**src/rtl/ralc_pkg.sv**
```systemverilog
// package: offsets, field positions and reset values of the channel registers
package ralc_pkg;
  // ************************************************************
  // register offsets
  // ************************************************************
  localparam logic [7:0] ADDR_FEEDBACK_MERIT_SELECT     = 8'h2c;
  localparam logic [7:0] ADDR_DRIVER_SWING              = 8'h2d;
  localparam logic [7:0] ADDR_RATE_LOCK_CONTROL         = 8'h2f;
  localparam logic [7:0] ADDR_EYE_INTERRUPT_STATUS      = 8'h30;
  localparam logic [7:0] ADDR_ADAPTATION_MODE_SELECT    = 8'h31;
  localparam logic [7:0] ADDR_EYE_INTERRUPT_THRESHOLD   = 8'h32;
  localparam logic [7:0] ADDR_HANDOFF_EYE_THRESHOLD     = 8'h33;
  localparam logic [7:0] ADDR_UPPER_TAP_LIMIT           = 8'h34;
  localparam logic [7:0] ADDR_FIRST_TAP_LIMIT           = 8'h35;
  localparam logic [7:0] ADDR_REFCLK_INTERRUPT_CONTROL  = 8'h36;
  localparam logic [7:0] ADDR_LINEAR_EQ_START_INDEX     = 8'h39;
  localparam logic [7:0] ADDR_LOW_RATE_FIXED_BOOST      = 8'h3a;
  localparam logic [7:0] ADDR_EYE_LOCK_MONITOR_ENABLE   = 8'h3e;
  localparam logic [7:0] ADDR_EYE_LOCK_THRESHOLD        = 8'h6a;
  localparam logic [7:0] ADDR_MERIT_TERM_A              = 8'h6b;
  localparam logic [7:0] ADDR_MERIT_TERM_B              = 8'h6c;
  localparam logic [7:0] ADDR_MERIT_TERM_C              = 8'h6d;
  localparam logic [7:0] ADDR_ALTERNATE_MERIT_ENABLE    = 8'h6e;
  localparam logic [7:0] ADDR_LINEAR_EQ_LOOK_BEYOND     = 8'h70;
  localparam logic [7:0] ADDR_FIRST_TAP_OBSERVE         = 8'h71;
  // ************************************************************
  // writable-bit masks (undefined bits read zero)
  // ************************************************************
  localparam logic [7:0] MASK_FEEDBACK_MERIT_SELECT  = 8'h3f;
  localparam logic [7:0] MASK_DRIVER_SWING           = 8'h07;
  localparam logic [7:0] MASK_RATE_LOCK_CONTROL      = 8'hff;
  localparam logic [7:0] MASK_EYE_INTERRUPT_STATUS   = 8'h0b;
  localparam logic [7:0] MASK_ADAPTATION_MODE_SELECT = 8'h78;
  localparam logic [7:0] MASK_FULL                   = 8'hff;
  localparam logic [7:0] MASK_UPPER_TAP_LIMIT        = 8'h0f;
  localparam logic [7:0] MASK_FIRST_TAP_LIMIT        = 8'h1f;
  localparam logic [7:0] MASK_REFCLK_INTERRUPT_CTRL  = 8'h77;
  localparam logic [7:0] MASK_LINEAR_EQ_START_INDEX  = 8'h1f;
  localparam logic [7:0] MASK_EYE_LOCK_MONITOR_EN    = 8'h80;
  localparam logic [7:0] MASK_ALTERNATE_MERIT_ENABLE = 8'hc0;
  localparam logic [7:0] MASK_LINEAR_EQ_LOOK_BEYOND  = 8'h07;
  // ************************************************************
  // reset values
  // ************************************************************
  localparam logic [7:0] RST_FEEDBACK_MERIT_SELECT  = 8'h32;
  localparam logic [7:0] RST_DRIVER_SWING           = 8'h00;
  localparam logic [7:0] RST_RATE_LOCK_CONTROL      = 8'h06;
  localparam logic [7:0] RST_EYE_INTERRUPT_STATUS   = 8'h00;
  localparam logic [7:0] RST_ADAPTATION_MODE_SELECT = 8'h20;
  localparam logic [7:0] RST_EYE_INTERRUPT_THRESH   = 8'h11;
  localparam logic [7:0] RST_HANDOFF_EYE_THRESHOLD  = 8'h88;
  localparam logic [7:0] RST_UPPER_TAP_LIMIT        = 8'h0f;
  localparam logic [7:0] RST_FIRST_TAP_LIMIT        = 8'h1f;
  localparam logic [7:0] RST_REFCLK_INTERRUPT_CTRL  = 8'h31;
  localparam logic [7:0] RST_LINEAR_EQ_START_INDEX  = 8'h00;
  localparam logic [7:0] RST_LOW_RATE_FIXED_BOOST   = 8'ha5;
  localparam logic [7:0] RST_EYE_LOCK_MONITOR_EN    = 8'h80;
  localparam logic [7:0] RST_EYE_LOCK_THRESHOLD     = 8'h44;
  localparam logic [7:0] RST_MERIT_TERM             = 8'h00;
  localparam logic [7:0] RST_ALTERNATE_MERIT_ENABLE = 8'h00;
  localparam logic [7:0] RST_LINEAR_EQ_LOOK_BEYOND  = 8'h03;
  // ************************************************************
  // field positions
  // ************************************************************
  localparam int BIT_LINEAR_ADAPT_START = 0;
  localparam int BIT_FALSE_LOCK_OFF     = 1;
  localparam int BIT_FREQ_CHECK_ON      = 2;
  localparam int BIT_ADAPT_INDEX_OVR    = 3;
  localparam int BIT_EYE_FLAG           = 4;
  localparam int BIT_EYE_INT_ENABLE     = 6;
  localparam int BIT_VCO_RANGE_FORCE    = 2;
  localparam int BIT_EYE_LOCK_WATCH     = 7;
  localparam int BIT_ALT_MERIT_LINEAR   = 7;
  localparam int BIT_ALT_MERIT_FEEDBACK = 6;
  localparam int BIT_TAP1_POLARITY      = 5;
  // number of registers in the bank
  localparam int NUM_REGS = 19;
endpackage : ralc_pkg

```
**src/rtl/ralc_regs.sv**
```systemverilog
// channel control/status register bank with byte-wide access port
`timescale 1ns/1ns
`default_nettype none
module ralc_regs
  import ralc_pkg::*;
(
  input  wire logic       mclk,             // 10 MHz register clock
  input  wire logic       rst_b,            // synchronous reset, low
  input  wire logic       clk_en,           // freezes all state when low
  input  wire logic [7:0] reg_addr,         // register offset
  input  wire logic [7:0] reg_wdata,        // write data
  input  wire logic       reg_wr,           // write strobe
  input  wire logic       reg_rd,           // read strobe
  input  wire logic       eye_int_raw,      // eye-opening event (pin)
  input  wire logic       cdr_lock_lost,    // loss of lock event (pin)
  input  wire logic       signal_lost,      // loss of signal event (pin)
  input  wire logic [5:0] first_tap_live,   // applied tap 1 (pin)
  output logic      [7:0] reg_rdata,        // registered read data
  output logic            chan_int,         // channel interrupt request
  output logic            false_lock_on,    // false-lock detector active
  output logic            freq_check_on,    // frequency counter check on
  output logic            linear_adapt_go,  // adaptation start pulse
  output logic      [4:0] adapt_start_index,// effective start index
  output logic            adapt_index_override, // index override level
  output logic      [1:0] adapt_mode,       // adaptation mode
  output logic      [1:0] rate_sel,         // rate field
  output logic      [1:0] subrate_sel,      // sub-rate field
  output logic      [2:0] driver_amplitude, // driver swing
  output logic      [1:0] ref_clk_mode,     // reference clock mode
  output logic      [1:0] vco_bank_range,   // manual VCO bank range
  output logic            vco_bank_range_force, // range override
  output logic      [7:0] eye_int_thresholds, // {horiz, vert}
  output logic      [7:0] handoff_thresholds, // {horiz, vert}
  output logic      [3:0] upper_tap_max,    // taps 2-5 limit
  output logic      [4:0] first_tap_max,    // tap 1 limit
  output logic      [7:0] low_rate_stage_boost, // stages 0..3
  output logic            eye_lock_watch_on,// eye lock monitor enable
  output logic      [7:0] eye_lock_thresholds, // {vert, horiz}
  output logic      [1:0] feedback_merit_kind, // feedback merit type
  output logic      [1:0] linear_merit_kind,   // linear merit type
  output logic      [3:0] feedback_lookahead,  // feedback look-beyond
  output logic      [2:0] linear_lookahead_count, // linear look-beyond
  output logic      [1:0] alt_merit_enable, // {linear, feedback}
  output logic     [23:0] merit_terms       // {a, b, c}
);

  // ************************************************************
  // register storage and address table
  // ************************************************************
  logic [7:0] regs [NUM_REGS];            // writable register images

  // table of offsets, masks and reset values, index order
  localparam logic [7:0] OFFS [NUM_REGS] = '{
    ADDR_FEEDBACK_MERIT_SELECT, ADDR_DRIVER_SWING,
    ADDR_RATE_LOCK_CONTROL, ADDR_EYE_INTERRUPT_STATUS,
    ADDR_ADAPTATION_MODE_SELECT, ADDR_EYE_INTERRUPT_THRESHOLD,
    ADDR_HANDOFF_EYE_THRESHOLD, ADDR_UPPER_TAP_LIMIT,
    ADDR_FIRST_TAP_LIMIT, ADDR_REFCLK_INTERRUPT_CONTROL,
    ADDR_LINEAR_EQ_START_INDEX, ADDR_LOW_RATE_FIXED_BOOST,
    ADDR_EYE_LOCK_MONITOR_ENABLE, ADDR_EYE_LOCK_THRESHOLD,
    ADDR_MERIT_TERM_A, ADDR_MERIT_TERM_B, ADDR_MERIT_TERM_C,
    ADDR_ALTERNATE_MERIT_ENABLE, ADDR_LINEAR_EQ_LOOK_BEYOND};
  localparam logic [7:0] MASKS [NUM_REGS] = '{
    MASK_FEEDBACK_MERIT_SELECT, MASK_DRIVER_SWING,
    MASK_RATE_LOCK_CONTROL, MASK_EYE_INTERRUPT_STATUS,
    MASK_ADAPTATION_MODE_SELECT, MASK_FULL, MASK_FULL,
    MASK_UPPER_TAP_LIMIT, MASK_FIRST_TAP_LIMIT,
    MASK_REFCLK_INTERRUPT_CTRL, MASK_LINEAR_EQ_START_INDEX,
    MASK_FULL, MASK_EYE_LOCK_MONITOR_EN, MASK_FULL, MASK_FULL,
    MASK_FULL, MASK_FULL, MASK_ALTERNATE_MERIT_ENABLE,
    MASK_LINEAR_EQ_LOOK_BEYOND};
  localparam logic [7:0] RSTV [NUM_REGS] = '{
    RST_FEEDBACK_MERIT_SELECT, RST_DRIVER_SWING,
    RST_RATE_LOCK_CONTROL, RST_EYE_INTERRUPT_STATUS,
    RST_ADAPTATION_MODE_SELECT, RST_EYE_INTERRUPT_THRESH,
    RST_HANDOFF_EYE_THRESHOLD, RST_UPPER_TAP_LIMIT,
    RST_FIRST_TAP_LIMIT, RST_REFCLK_INTERRUPT_CTRL,
    RST_LINEAR_EQ_START_INDEX, RST_LOW_RATE_FIXED_BOOST,
    RST_EYE_LOCK_MONITOR_EN, RST_EYE_LOCK_THRESHOLD,
    RST_MERIT_TERM, RST_MERIT_TERM, RST_MERIT_TERM,
    RST_ALTERNATE_MERIT_ENABLE, RST_LINEAR_EQ_LOOK_BEYOND};

  // index positions of registers with side effects
  localparam int IX_RLC = 2;   // rate/lock control
  localparam int IX_EIS = 3;   // eye interrupt status
  localparam int IX_RIC = 9;   // refclk/interrupt control

  // ************************************************************
  // pin input synchronisers (three stages, 2nd/3rd agree)
  // ************************************************************
  logic [8:0] sync1;      // first stage, feeds only sync2
  logic [8:0] sync2;      // second stage
  logic [8:0] sync3;      // third stage
  logic [8:0] pin_state;  // filtered value
  wire  [8:0] pin_raw = {eye_int_raw, cdr_lock_lost, signal_lost,
                         first_tap_live};

  // sample pins; accept new value only when two stages agree
  always_ff @(posedge mclk)
  begin
    if (!rst_b)
    begin
      sync1     <= 9'h000;
      sync2     <= 9'h000;
      sync3     <= 9'h000;
      pin_state <= 9'h000;
    end
    else if (clk_en)
    begin
      sync1 <= pin_raw;
      sync2 <= sync1;
      sync3 <= sync2;
      // event pins settle bit by bit
      for (int i = 6; i < 9; i++)
        if (sync2[i] == sync3[i])
          pin_state[i] <= sync2[i];
      // the tap word moves only as a whole, so a read never shows a
      // weight from one sample next to a polarity from another
      if (sync2[5:0] == sync3[5:0])
        pin_state[5:0] <= sync2[5:0];
    end
  end

  // ************************************************************
  // decode
  // ************************************************************
  // one-hot match of an offset against the table
  function automatic logic [NUM_REGS-1:0] match(input logic [7:0] a);
    logic [NUM_REGS-1:0] m;
    m = '0;
    for (int i = 0; i < NUM_REGS; i++)
      m[i] = (a == OFFS[i]);
    return m;
  endfunction

  wire [NUM_REGS-1:0] hit       = match(reg_addr);
  wire                hit_obs   = (reg_addr == ADDR_FIRST_TAP_OBSERVE);
  wire                eye_prev_w;
  logic               eye_prev;        // edge detect on filtered event
  assign eye_prev_w = pin_state[8];
  wire eye_rise  = eye_prev_w & ~eye_prev;
  wire eye_allow = regs[IX_RIC][BIT_EYE_INT_ENABLE];
  wire eye_set   = eye_rise & eye_allow;
  wire eye_clr   = reg_rd & hit[IX_EIS];

  // read mux; unmapped offsets and undefined bits read zero
  logic [7:0] next_rdata;
  always_comb
  begin
    next_rdata = 8'h00;
    for (int i = 0; i < NUM_REGS; i++)
      if (hit[i])
        next_rdata = regs[i] & MASKS[i];
    if (hit[IX_EIS])
      next_rdata[BIT_EYE_FLAG] = regs[IX_EIS][BIT_EYE_FLAG];
    if (hit_obs)
      next_rdata = {2'b00, pin_state[5:0]};
  end

  // ************************************************************
  // register file; writes honour masks, status flag set wins
  // ************************************************************
  generate
    for (genvar g = 0; g < NUM_REGS; g++)
    begin : g_reg
      // one byte; status keeps its hardware-set flag separately
      always_ff @(posedge mclk)
      begin
        if (!rst_b)
          regs[g] <= RSTV[g];
        else if (clk_en)
        begin
          if (g == IX_EIS)
          begin
            // factory bits stay writable; flag is read-only
            if (reg_wr && hit[g])
              regs[g][3:0] <= reg_wdata[3:0] & MASKS[g][3:0];
            if (eye_set)
              regs[g][BIT_EYE_FLAG] <= 1'b1;
            else if (eye_clr)
              regs[g][BIT_EYE_FLAG] <= 1'b0;
          end
          else if (g == IX_RLC && !(reg_wr && hit[g]))
            regs[g][BIT_LINEAR_ADAPT_START] <= 1'b0;      // self-clear
          else if (reg_wr && hit[g])
            regs[g] <= reg_wdata & MASKS[g];
        end
      end
    end
  endgenerate

  // ************************************************************
  // outputs, all registered
  // ************************************************************
  // interrupt: lock or signal loss always, eye only when enabled
  wire next_int = pin_state[7] | pin_state[6]
                | regs[IX_EIS][BIT_EYE_FLAG];

  always_ff @(posedge mclk)
  begin
    if (!rst_b)
    begin
      reg_rdata <= 8'h00;
      chan_int  <= 1'b0;
      eye_prev  <= 1'b0;
    end
    else if (clk_en)
    begin
      if (reg_rd)
        reg_rdata <= next_rdata;
      chan_int <= next_int;
      eye_prev <= eye_prev_w;
    end
  end

  // control fields copied to flops; one cycle after the write
  always_ff @(posedge mclk)
  begin
    if (!rst_b)
    begin
      false_lock_on          <= 1'b0;
      freq_check_on          <= 1'b1;
      linear_adapt_go        <= 1'b0;
      adapt_start_index      <= 5'h00;
      adapt_index_override   <= 1'b0;
      adapt_mode             <= 2'h1;
      rate_sel               <= 2'h0;
      subrate_sel            <= 2'h0;
      driver_amplitude       <= 3'h0;
      ref_clk_mode           <= 2'h3;
      vco_bank_range         <= 2'h1;
      vco_bank_range_force   <= 1'b0;
      eye_int_thresholds     <= RST_EYE_INTERRUPT_THRESH;
      handoff_thresholds     <= RST_HANDOFF_EYE_THRESHOLD;
      upper_tap_max          <= 4'hf;
      first_tap_max          <= 5'h1f;
      low_rate_stage_boost   <= RST_LOW_RATE_FIXED_BOOST;
      eye_lock_watch_on      <= 1'b1;
      eye_lock_thresholds    <= RST_EYE_LOCK_THRESHOLD;
      feedback_merit_kind    <= 2'h3;
      linear_merit_kind      <= 2'h0;
      feedback_lookahead     <= 4'h2;
      linear_lookahead_count <= 3'h3;
      alt_merit_enable       <= 2'h0;
      merit_terms            <= 24'h000000;
    end
    else if (clk_en)
    begin
      false_lock_on   <= ~regs[IX_RLC][BIT_FALSE_LOCK_OFF];
      freq_check_on   <= regs[IX_RLC][BIT_FREQ_CHECK_ON];
      linear_adapt_go <= regs[IX_RLC][BIT_LINEAR_ADAPT_START];
      adapt_index_override <= regs[IX_RLC][BIT_ADAPT_INDEX_OVR];
      adapt_start_index <= regs[IX_RLC][BIT_ADAPT_INDEX_OVR]
                         ? regs[10][4:0] : 5'h00;
      rate_sel        <= regs[IX_RLC][7:6];
      subrate_sel     <= regs[IX_RLC][5:4];
      driver_amplitude <= regs[1][2:0];
      adapt_mode      <= regs[4][6:5];
      linear_merit_kind <= regs[4][4:3];
      eye_int_thresholds <= regs[5];
      handoff_thresholds <= regs[6];
      upper_tap_max   <= regs[7][3:0];
      first_tap_max   <= regs[8][4:0];
      ref_clk_mode    <= regs[IX_RIC][5:4];
      vco_bank_range  <= regs[IX_RIC][1:0];
      vco_bank_range_force <= regs[IX_RIC][BIT_VCO_RANGE_FORCE];
      low_rate_stage_boost <= regs[11];
      eye_lock_watch_on <= regs[12][BIT_EYE_LOCK_WATCH];
      eye_lock_thresholds <= regs[13];
      merit_terms     <= {regs[14], regs[15], regs[16]};
      alt_merit_enable <= {regs[17][BIT_ALT_MERIT_LINEAR],
                           regs[17][BIT_ALT_MERIT_FEEDBACK]};
      feedback_merit_kind <= regs[0][5:4];
      feedback_lookahead <= regs[0][3:0];
      linear_lookahead_count <= regs[18][2:0];
    end
  end

  // ************************************************************
  // assertions
  // ************************************************************
  // a status read drops the eye flag unless a new event lands with it
  a_eye_flag_clear: assert property (
    @(posedge mclk) disable iff (!rst_b)
    clk_en && eye_clr && !eye_set |=> !regs[IX_EIS][BIT_EYE_FLAG])
    else $error("eye flag not cleared by status read");
  // set beats clear, so an event in the read cycle is never lost
  a_eye_set_wins: assert property (
    @(posedge mclk) disable iff (!rst_b)
    clk_en && eye_set |=> regs[IX_EIS][BIT_EYE_FLAG])
    else $error("eye event did not set the flag");
  // with the enable off, a clear flag stays clear
  a_eye_gate_off: assert property (
    @(posedge mclk) disable iff (!rst_b)
    !eye_allow && !regs[IX_EIS][BIT_EYE_FLAG]
    |=> !regs[IX_EIS][BIT_EYE_FLAG])
    else $error("eye flag set while disabled");
  // software writes never reach the flag bit
  a_flag_read_only: assert property (
    @(posedge mclk) disable iff (!rst_b)
    clk_en && reg_wr && hit[IX_EIS] && !eye_set && !eye_clr
    |=> $stable(regs[IX_EIS][BIT_EYE_FLAG]))
    else $error("status flag changed by a write");
  // loss of lock interrupts whatever the eye enable says
  a_loss_int: assert property (
    @(posedge mclk) disable iff (!rst_b)
    clk_en && pin_state[7] |=> chan_int)
    else $error("loss of lock did not interrupt");
  // loss of signal interrupts the same way
  a_signal_int: assert property (
    @(posedge mclk) disable iff (!rst_b)
    clk_en && pin_state[6] |=> chan_int)
    else $error("loss of signal did not interrupt");
  // with no cause left the request must drop
  a_int_quiet: assert property (
    @(posedge mclk) disable iff (!rst_b)
    clk_en && !pin_state[7] && !pin_state[6]
    && !regs[IX_EIS][BIT_EYE_FLAG] |=> !chan_int)
    else $error("interrupt raised with no cause");
  // one start write gives one pulse; a rewrite next cycle is excluded
  a_go_pulse: assert property (
    @(posedge mclk) disable iff (!rst_b)
    clk_en && reg_wr && hit[IX_RLC] && reg_wdata[BIT_LINEAR_ADAPT_START]
    ##1 clk_en && !(reg_wr && hit[IX_RLC]) ##1 clk_en
    |-> linear_adapt_go ##1 (!linear_adapt_go || !clk_en))
    else $error("adaptation start not a single pulse");
  // the start bit falls back by itself one cycle after it is written
  a_start_drop: assert property (
    @(posedge mclk) disable iff (!rst_b)
    clk_en && regs[IX_RLC][BIT_LINEAR_ADAPT_START]
    && !(reg_wr && hit[IX_RLC])
    |=> !regs[IX_RLC][BIT_LINEAR_ADAPT_START])
    else $error("adaptation start bit did not self-clear");
  // the detector bit is inverted: one keeps the detector off
  a_false_lock: assert property (
    @(posedge mclk) disable iff (!rst_b)
    clk_en |=> false_lock_on == !$past(regs[IX_RLC][BIT_FALSE_LOCK_OFF]))
    else $error("false-lock enable wrong polarity");
  // frequency check follows its bit with one cycle of delay
  a_freq_check: assert property (
    @(posedge mclk) disable iff (!rst_b)
    clk_en |=> freq_check_on == $past(regs[IX_RLC][BIT_FREQ_CHECK_ON]))
    else $error("frequency check enable mismatch");
  // without the override the start index is held at zero
  a_index_gate: assert property (
    @(posedge mclk) disable iff (!rst_b)
    clk_en && !regs[IX_RLC][BIT_ADAPT_INDEX_OVR]
    |=> adapt_start_index == 5'h00)
    else $error("start index used without override");
  // with the override the stored index goes out unchanged
  a_index_used: assert property (
    @(posedge mclk) disable iff (!rst_b)
    clk_en && regs[IX_RLC][BIT_ADAPT_INDEX_OVR]
    |=> adapt_start_index == $past(regs[10][4:0]))
    else $error("start index lost under override");
  // offsets outside the bank read back as zero
  a_unmapped_zero: assert property (
    @(posedge mclk) disable iff (!rst_b)
    clk_en && reg_rd && !(|hit) && !hit_obs |=> reg_rdata == 8'h00)
    else $error("unmapped read not zero");
  // undefined upper bits of the swing byte read as zero
  a_swing_upper: assert property (
    @(posedge mclk) disable iff (!rst_b)
    clk_en && reg_rd && hit[1] |=> reg_rdata[7:3] == 5'h00)
    else $error("undefined swing bits not zero");
  // observation byte shows the filtered tap word, upper bits zero
  a_tap_view: assert property (
    @(posedge mclk) disable iff (!rst_b)
    clk_en && reg_rd && hit_obs
    |=> reg_rdata == {2'b00, $past(pin_state[5:0])})
    else $error("tap observe value wrong");

endmodule // ralc_regs
`default_nettype wire

```
**config.mk**
```make
export PLATFORM = sky130hd
export DESIGN_NAME = ralc_regs
export DESIGN_NICKNAME = d
export VERILOG_FILES = /design/src/rtl/ralc_pkg.sv /design/src/rtl/ralc_regs.sv
export SDC_FILE = /design/constraint.sdc
export NUM_CORES = 1
export LEC_CHECK = 0
export BUFFER_PORTS_ARGS = -buffer_cell sky130_fd_sc_hd__buf_2
export CAP_MARGIN = 20
export CORE_ASPECT_RATIO = 0.9
export CORE_UTILIZATION = 60
export CTS_CLUSTER_DIAMETER = 40
export DETAILED_ROUTE_END_ITERATION = 12
export PLACE_DENSITY = 0.86
export SLEW_MARGIN = 0
export SYNTH_ARGS = -nofsm -noshare
export SYNTH_HDL_FRONTEND = slang
export SYNTH_SLANG_ARGS = --single-unit
```
**constraint.sdc**
```tcl
create_clock -name mclk -period 4 [get_ports mclk]
set_input_delay 0.6 -clock mclk [delete_from_list [all_inputs] [get_ports mclk]]
set_output_delay 0.6 -clock mclk [all_outputs]
set_load 0.01 [all_outputs]
```
==> impl_summary.md, run 1 <==
Detailed routing
Using the TritonRoute via totals, the vias-per-cell ratio works out to 6.236. The count of antenna-violating nets left after detailed routing is 0. Detailed routing inserted a total of 8,886 vias. The routed length per instance is around 23 um. The number of iterations in the first detailed-routing pass is 7. The detailed router finished its first iteration with just over 1,000 violations.

The number of remaining DRC errors is 0. The wire length after detailed routing is approximately 33,000 um.

Floorplanning
Once the floorplan was initialized, standard cells occupied 61.65% of the core. The floorplan step defined a die boundary enclosing 0.01953 mm^2. The height of the die is 132.7 um. The boundary pin count is 141. The core region is roughly 0.018 mm^2. The number of standard-cell rows in the floorplan is 47.

The floorplan step set the die width to 147.2 um.

GRT
Entering global routing, the biggest net connects 94 pins. The initial antenna violation count is 2. The via count of the first global-routing pass is 8,414. Global routing consumed, over all layers together, 33.77% of the routing resources. The total congestion overflow is 0. The first-pass GRT wire length is 49,970 um.

Power and ir drop
The maximum resistive drop on vdd is 0.0003049 V. Summed over all cells, the static leakage comes to 5.453 nW. The cell area power density is approximately 480 mW/mm^2. The power after layout is 6.300 mW.

Outcome
The run finished with clean final reports.

Layout
For this run, the post-layout net count is 1,184. Leaving out fill and tap cells, the most frequent cells in the layout are sky130_fd_sc_hd__dfxtp_1, sky130_fd_sc_hd__buf_2, sky130_fd_sc_hd__mux2i_1. The multi-input combinational cells in the finished layout cover a total of 0.004805 mm^2.

The most common cell after layout, fill and taps aside is sky130_fd_sc_hd__dfxtp_1. The area used by sequential logic in the layout is 0.006176 mm^2. The final core utilization is a little under three quarters. The final instance area is about 0.013 mm^2. Relative to the synthesized area, the layout overhead comes to 16.35%. The count of fill cells added during filler insertion is ~1,300.

The post-route netlist has 20.10% of its cells at a drive strength greater than 1.

Critical path
The number of buffers and inverters on the critical path is 1. The worst setup path is launched from an input port. The largest fanout of any net on the critical path is 25.

In this design, the largest share of critical-path delay is due to simple AND/OR/NAND/NOR gates. Walking the worst path, the cells encountered are buf_2, nand4b_1, nor2_2, nand2_1, o21ai_0. The critical path class is input port to register. The stage delay of the slowest cell on the critical path is 0.72 ns.

The number of gates on the worst path with buffers counted is 5. The critical path ends at regs[2][6]. The launching point of the worst reg2reg path is sync2[0].

Data on the critical path is required at its endpoint by around 4.2 ns. Counting cells, the worst reg-to-reg path comes to 5. The launch point of the worst path is reg_addr[3].

The end of the worst register-to-register path is pin_state[5]. The data arrival time of the critical path is 2.90 ns. Setup slack on the worst reg-to-reg path comes out at 2.11 ns. The worst setup path is captured at a register. The critical path's slowest cell is sky130_fd_sc_hd__o21ai_0.

Timing
Setup violations remaining at the end of the flow were counted as 0. The final count of pins violating max slew came to 0. The number of hold violations in the final report is 0. The final-layout setup total negative slack is 0 ns. The top achievable clock speed is 368.2 MHz. After layout, the worst setup slack is 1.284 ns. The final worst-path cycle share is 67.90%.

The maximum clock skew at final layout is 0.01431 ns. For the pin with the worst max-slew slack, the measured transition is roughly 1.1 ns. The smallest clock period supported by the final layout is computed as 2.716 ns.

Setup repair after global routing left no endpoint under its margin. Measured against its own limit, the worst slew margin works out to 24.56%.

Clocking
The maximum root-to-sink buffer count is 3. Clock tree synthesis inserted a total of 31 buffers. In this run the clock root is driven by a sky130_fd_sc_hd__clkbuf_16. After clock tree synthesis, the flow added hold-fix buffers numbering 0. Counting every sink on the clock net gives around 260.

The number of levels the H-tree was split into is 1. TritonCTS built the clock tree. The post-cts gate resize count is 0. The number of setup buffers added after CTS is 0. After clock tree synthesis, the clock-pin slew on the worst setup and hold paths is roughly 0.06 ns. The latest clock arrival within the worst-skew pair is about 0.56 ns.

Place
The weighted congestion reported at the end of routability-driven placement is 1.052. The number of port buffers is 140. The worst slack after detailed placement is 0.8215 ns.

Summed over all nets, the half-perimeter wirelength after detailed placement is 22,710 um. The cell area after placement is approximately 0.012 mm^2.

Job
The number of maximum-capacitance violations is 0.

Logic synthesis
A synthesized cell averages 10.95 um^2. Synthesis produced a netlist with a net count of 1,070. In the synthesized netlist, the number of instances is about 1,000. The register bit count reported by yosys is 255.

The count of flip-flops with a built-in enable after synthesis is 107. The share of synthesized registers carrying an async set or reset is 0%. In the synthesized netlist the dominant register cell turns out to be sky130_fd_sc_hd__dfxtp_1. Sequential elements use 54.25% of the synthesized area. The area of the mapped netlist is ~0.011 mm^2. The number of synthesis warnings is 0. The netlist uses 73 different library cells.

Worst hold path
The type of the tightest min-delay check is input port to register. Along the worst hold path, the cell count comes to 3.
==> kinds of logic after synthesis <==
kind of cell              share of synthesized area (%)
and+or+nand+nor                                   20.33
muxes                                             12.18
AOI/OAI and AO/OA                                 9.232
xor gates and xnor gates                         0.4617
buffers and inverters                             3.550
DFF                                               54.25
==> routing by layer <==
| layer | vias to the layer above | wire, um | global-route usage, % |
|---|---|---|---|
| li1 | 3980 | - | - |
| met1 | 4261 | 13360 | 45.26 |
| met2 | 553 | 14440 | 50.92 |
| met3 | 90 | 4209 | 11.31 |
| met4 | 2 | 1136 | 12.31 |
| met5 | - | 15 | 0 |
==> through the flow <==
step	cells	hold slack, ns
floorplan	1040	0.4531
global placement	1366	0.4478
detailed placement	1366	0.4552
CTS	1424	0.2908
global route	1424	0.3005
finish	1425	0.3015
==> sequential cells by signal, indices dropped and copies added (netlist names), 3 cells and up <==
signal,count
sync1,9
regs,107
driver_amplitude,3
handoff_thresholds,8
sync2,9
upper_tap_max,4
adapt_start_index,5
eye_int_thresholds,8
feedback_lookahead,4
first_tap_max,5
linear_lookahead_count,3
reg_rdata,8
pin_state,9
merit_terms,24
low_rate_stage_boost,8
sync3,9
eye_lock_thresholds,8
==> worst min path at each step <==
stage                                 from                     end  slack (ns)
floorplan                         sync2[6]            pin_state[6]        0.45
global placement         vco_bank_range[0]       vco_bank_range[0]        0.45
detailed placement  eye_lock_thresholds[6]  eye_lock_thresholds[6]        0.46
CTS                      first_tap_live[1]                sync1[1]        0.29
global route                   signal_lost                sync1[6]        0.30
finish                   first_tap_live[1]                sync1[1]        0.30
==> cell type report <==
type	instances	area share, %
inverters	4	0.1133
repair buffers	161	6.546
clock buffers	42	6.876
flip-flops and latches	255	46.62
multi-input cells	701	36.27
clock inverters	16	1.237
well taps	245	2.314
diodes	1	0.01889
==> cells in the mapped netlist, types with 10 or more instances <==
| master | instances | area (um^2) |
|---|---|---|
| sky130_fd_sc_hd__and3_1 | 48 | 300.3 |
| sky130_fd_sc_hd__nor2b_1 | 111 | 694.4 |
| sky130_fd_sc_hd__and2_1 | 35 | 219.0 |
| sky130_fd_sc_hd__clkbuf_1 | 43 | 161.4 |
| sky130_fd_sc_hd__a22oi_1 | 11 | 82.58 |
| sky130_fd_sc_hd__o21ai_0 | 46 | 230.2 |
| sky130_fd_sc_hd__nand3_1 | 19 | 95.09 |
| sky130_fd_sc_hd__dfxtp_1 | 148 | 2963 |
| sky130_fd_sc_hd__nand2b_1 | 10 | 62.56 |
| sky130_fd_sc_hd__or3_1 | 20 | 125.1 |
| sky130_fd_sc_hd__nand2_1 | 71 | 266.5 |
| sky130_fd_sc_hd__nor3_1 | 15 | 75.07 |
| sky130_fd_sc_hd__buf_2 | 23 | 115.1 |
| sky130_fd_sc_hd__edfxtp_1 | 107 | 3213 |
| sky130_fd_sc_hd__nor2_1 | 31 | 116.4 |
| sky130_fd_sc_hd__a21oi_1 | 17 | 85.08 |
| sky130_fd_sc_hd__mux2i_1 | 134 | 1341 |
==> power breakdown <==
part	switching, mW	internal (mW)	leakage (nW)
combinational	0.306	0.195	2.67
clock	1.16	1.70	0.529
sequential	0.107	2.84	2.25
==> worst register-to-register path, stage by stage (launching register included) <==
cell                      delay, ns
sky130_fd_sc_hd__dfxtp_1       0.41
sky130_fd_sc_hd__xnor2_1       0.14
sky130_fd_sc_hd__nand4_1       0.15
sky130_fd_sc_hd__nor4_2        0.70
sky130_fd_sc_hd__mux2i_1       0.31
sky130_fd_sc_hd__nor2b_1       0.06
Note: power is estimated with default switching activity, not from simulation.
==> inputs of run 2 (changes only) <==
--- a/config.mk
+++ b/config.mk
@@ -5,13 +5,14 @@
 export SDC_FILE = /design/constraint.sdc
 export NUM_CORES = 1
 export LEC_CHECK = 0
+export ABC_AREA = 1
 export BUFFER_PORTS_ARGS = -buffer_cell sky130_fd_sc_hd__buf_2
 export CAP_MARGIN = 20
 export CORE_ASPECT_RATIO = 0.9
-export CORE_UTILIZATION = 60
+export CORE_UTILIZATION = 57
 export CTS_CLUSTER_DIAMETER = 40
 export DETAILED_ROUTE_END_ITERATION = 12
-export PLACE_DENSITY = 0.86
+export PLACE_DENSITY = 0.83
 export SLEW_MARGIN = 0
 export SYNTH_ARGS = -nofsm -noshare
 export SYNTH_HDL_FRONTEND = slang
==> constraint.sdc (replaced) <==
create_clock -name mclk -period 2.5 [get_ports mclk]
set_input_delay 0.375 -clock mclk [delete_from_list [all_inputs] [get_ports mclk]]
set_output_delay 0.375 -clock mclk [all_outputs]
set_load 0.01 [all_outputs]
==> impl_summary.md, run 2 <==
Outcome
The run finished with clean final reports.

Critical path
The stage delay of the slowest cell on the critical path is 0.60 ns. The capturing instance or port of the critical path is pin_state[3]. The largest fanout of any net on the critical path is 11. The launch point of the worst path is sync2[1]. The critical path runs through a total of 6 cells.

Data on the critical path is required at its endpoint by 2.92 ns. The kind of cell adding the most delay to the critical path is compound AO/OA/AOI/OAI gates. Counting cells, the worst reg-to-reg path comes to 6. The signal on the critical path passes through inv_1, o21ai_0, a2111oi_0, nand2_1, o21ai_0, a21oi_1. The launching point of the worst reg2reg path is sync2[1]. STA classifies the critical path endpoint as a register.

The data arrival time of the critical path is 2.43 ns. The dominant cell type by count on the critical path is sky130_fd_sc_hd__o21ai_0. The worst setup path is of the register to register kind. STA classifies the critical path startpoint as a register.

Among all stages on the critical path, the largest delay is contributed by sky130_fd_sc_hd__a2111oi_0. The endpoint identified for the worst register-to-register timing path is pin_state[3]. The total buffers and inverters traversed by the critical path is 1. The worst reg-to-reg setup slack is 0.49 ns.

Clocking
Counting along the longest clock path gives a buffer depth of 3. Counting the buffers created by CTS gives 29. The total number of clock tree sinks is approximately 260. The root cell of the clock tree is sky130_fd_sc_hd__clkbuf_16. The TritonCTS clock tree is yes. The latest clock arrival within the worst-skew pair is 0.54 ns. The clock slew at the register clock pins of the worst setup and hold paths is 0.06 ns. The post-cts gate resize count is 0. In this run, post-CTS hold repair placed 0 buffers. The number of levels the H-tree was split into is 1.

In this run the post-CTS setup repair buffer count came out at 0.

Job
Max-cap violations in this run came to 0.

Power and ir drop
For this design the ratio of total power to cell area is 793.9 mW/mm^2. The total leakage power is roughly 5 nW. The maximum resistive drop on vdd is 0.0005120 V.

Timing
The final-layout setup total negative slack is 0 ns. The transition time at the pin with the least slew margin is 0.8521 ns. The final count of pins violating max slew is 0. The worst-case hold slack is 0.03578 ns. Of the available clock period, the critical path in the final layout requires 80.29%.

The number of hold violations in the final report is 0. The top achievable clock speed is around 500 MHz. The clock arrives with between 0.01 and 0.015 ns of skew.

Headroom to the max-slew limit came out at 43.13%. The routed design could run at a clock period as short as 2.007 ns. Setup repair after global routing left no endpoint under its margin. Setup violations remaining at the end of the flow were counted as 0.

Layout
The post-synthesis to final-layout area growth is 19.82%. More flip-flops sit in one register than any other, and that register is regs. The register with the most flip-flops in the layout has 107 of them. The share of post-route cells with drive strength above 1 is 21.49%.

Leaving out fill and tap cells, the most frequent cells in the layout are sky130_fd_sc_hd__nand2_1, sky130_fd_sc_hd__dfxtp_1, sky130_fd_sc_hd__buf_2. In the final layout, the registers with the most flip-flops are regs x107, merit_terms x24. Measured on the finished design, the core utilization comes to 70.62%.

The most common cell after layout, fill and taps aside is sky130_fd_sc_hd__nand2_1. The final layout contains 1,240 nets.

Logic synthesis
The most used flip-flop cell after synthesis is sky130_fd_sc_hd__dfxtp_1. The average instance in the mapped netlist occupies 9.468 um^2. The area of the mapped netlist is 0.01005 mm^2. The sequential share of the synthesized area is 61.42%.

The count of different cell masters after synthesis is 41. Yosys instantiated no cell more often than sky130_fd_sc_hd__nand2_1. In the post-synthesis netlist, the biggest area contributors are sky130_fd_sc_hd__edfxtp_1, sky130_fd_sc_hd__dfxtp_1, sky130_fd_sc_hd__nand2_1, sky130_fd_sc_hd__nor2_1, sky130_fd_sc_hd__o21ai_0. The count of flip-flops with a built-in enable after synthesis is about 110. The register bit count reported by yosys is between 200 and 300. Sorting the synthesized cells by how often they occur yields sky130_fd_sc_hd__nand2_1, sky130_fd_sc_hd__dfxtp_1, sky130_fd_sc_hd__nor2_1, sky130_fd_sc_hd__inv_1, sky130_fd_sc_hd__edfxtp_1. The share of synthesized registers carrying an async set or reset is 0%. The biggest area contributor in the post-synthesis netlist is sky130_fd_sc_hd__edfxtp_1. The cell count after synthesis came out at approximately 1,100. The portion of synthesized cell area occupied by the leading cell type is about a third. The Yosys step of the flow raised 0 warnings. Counting every net in the synthesized netlist gives 1,092.

Floorplanning
The floorplan step defined a core boundary enclosing between 0.015 and 0.02 mm^2. The die covers 0.01818 mm^2. The number of standard-cell rows in the floorplan is 45. The height of the die is 128 um.

The initial core utilization is 58.94%. Measured along the x axis, the die boundary spans 142 um. The boundary pin count is roughly 140.

GRT
The via count of the first global-routing pass came to 7,741. The initial antenna violation count was 1. The largest net degree at the start of global routing is 77. The first global-routing pass estimated between 40,000 and 50,000 um of wire.

Global routing used about a third of the available tracks across all layers. The total congestion overflow is 0.

Place
The HPWL reported at the end of detailed placement is 19,600 um. The congestion estimate from routability-driven global placement came to 0.9892. Port buffering added 140 buffers.

Detailed routing
In the routed design, unresolved DRC markers number 0. After detailed routing, the total wire length is 28,050 um. For this block, the initial DRC count from the detailed router was just over 1,000. The first TritonRoute pass finished after 6 iterations. The count of antenna-violating nets left after detailed routing is 0. The routed length per instance is ~19 um. The post-detailed-route via-to-cell ratio is 5.687. The detailed router placed 8,354 vias in this run.

Worst hold path
Counting instances, the worst hold path has a depth of 3. The worst hold path begins at first_tap_live[5]. The type of the tightest min-delay check is input port to register.
[run 2: cell types whose count changed after synthesis, moves of 37 or more]
cell | before | now
sky130_fd_sc_hd__nand2_1 | 71 | 206
sky130_fd_sc_hd__nor2b_1 | 111 | 0
sky130_fd_sc_hd__o21ai_0 | 46 | 83
sky130_fd_sc_hd__mux2i_1 | 134 | 0
sky130_fd_sc_hd__nor2_1 | 31 | 111
sky130_fd_sc_hd__inv_1 | 4 | 109
sky130_fd_sc_hd__and3_1 | 48 | 0
[run 2: worst min path at each step]
stage / to / slack (ns)
floorplan: pin_state[3] / 0.42
global placement: adapt_index_override / 0.43
detailed placement: adapt_index_override / 0.43
CTS: sync1[5] / 0.02
global route: sync1[5] / 0.04
finish: sync1[5] / 0.04
[run 2: area by class of cell]
| class | instances | area [um^2] |
|---|---|---|
| Multi-Input combinational cell | 634 | 3226 |
| Fill cell | 1291 | 5012 |
| Inverter | 124 | 467.9 |
| Clock inverter | 18 | 211.5 |
| Timing Repair Buffer | 166 | 908.4 |
| Tap cell | 235 | 294.0 |
| Sequential cell | 255 | 6176 |
| Clock buffer | 36 | 762.0 |
| Antenna cell | 1 | 2.502 |
[run 2: cells by family (layout without fill, tap and decap cells)]
logic type | Yosys count | count (layout) | share of synthesized area (%)
xor+xnor | 2 | 2 | 0.1742
buf+inv | 173 | 344 | 6.595
flops | 255 | 255 | 61.42
other cells | 0 | 1 | 0
simple gates | 401 | 401 | 17.37
compound gates | 231 | 231 | 14.44
[run 2: layer usage]
layer	part of all wire, %	routed length, um	GRT usage, %	up-vias
li1	-	-	-	3878
met1	44	12320	47.86	3944
met2	43	12160	46.66	470
met3	10	2835	3.960	62
met4	2.6	733	9.424	0
met5	0	0	0	-
[run 2: tightest hold or removal path: cells and delay by family]
kind	cells	cell delay [ns]
simple gates	1	0.04
buf+inv	1	0.08
compound gates	1	0.05
[run 2: report_power, final]
| part | leakage, nW | internal (mW) | switching [mW] | total [mW] |
|---|---|---|---|---|
| logic | 2.32 | 0.210 | 0.437 | 0.647 |
| registers | 2.25 | 4.55 | 0.130 | 4.68 |
| clock network | 0.475 | 2.44 | 1.80 | 4.24 |
[run 2: per-stage QoR]
stage / cells / setup WS (ns) / cell area (um^2) / power (mW)
after floorplan: 1062 / 0.3950 / 10050 / 5.079
after global placement: 1414 / 0.2908 / 11070 / 5.378
after detailed placement: 1414 / 0.2604 / 11070 / 5.395
after CTS: 1468 / 0.5166 / 12050 / 9.572
after global routing: 1469 / 0.2938 / 12050 / 9.836
final: 1469 / 0.4927 / 12050 / 9.565
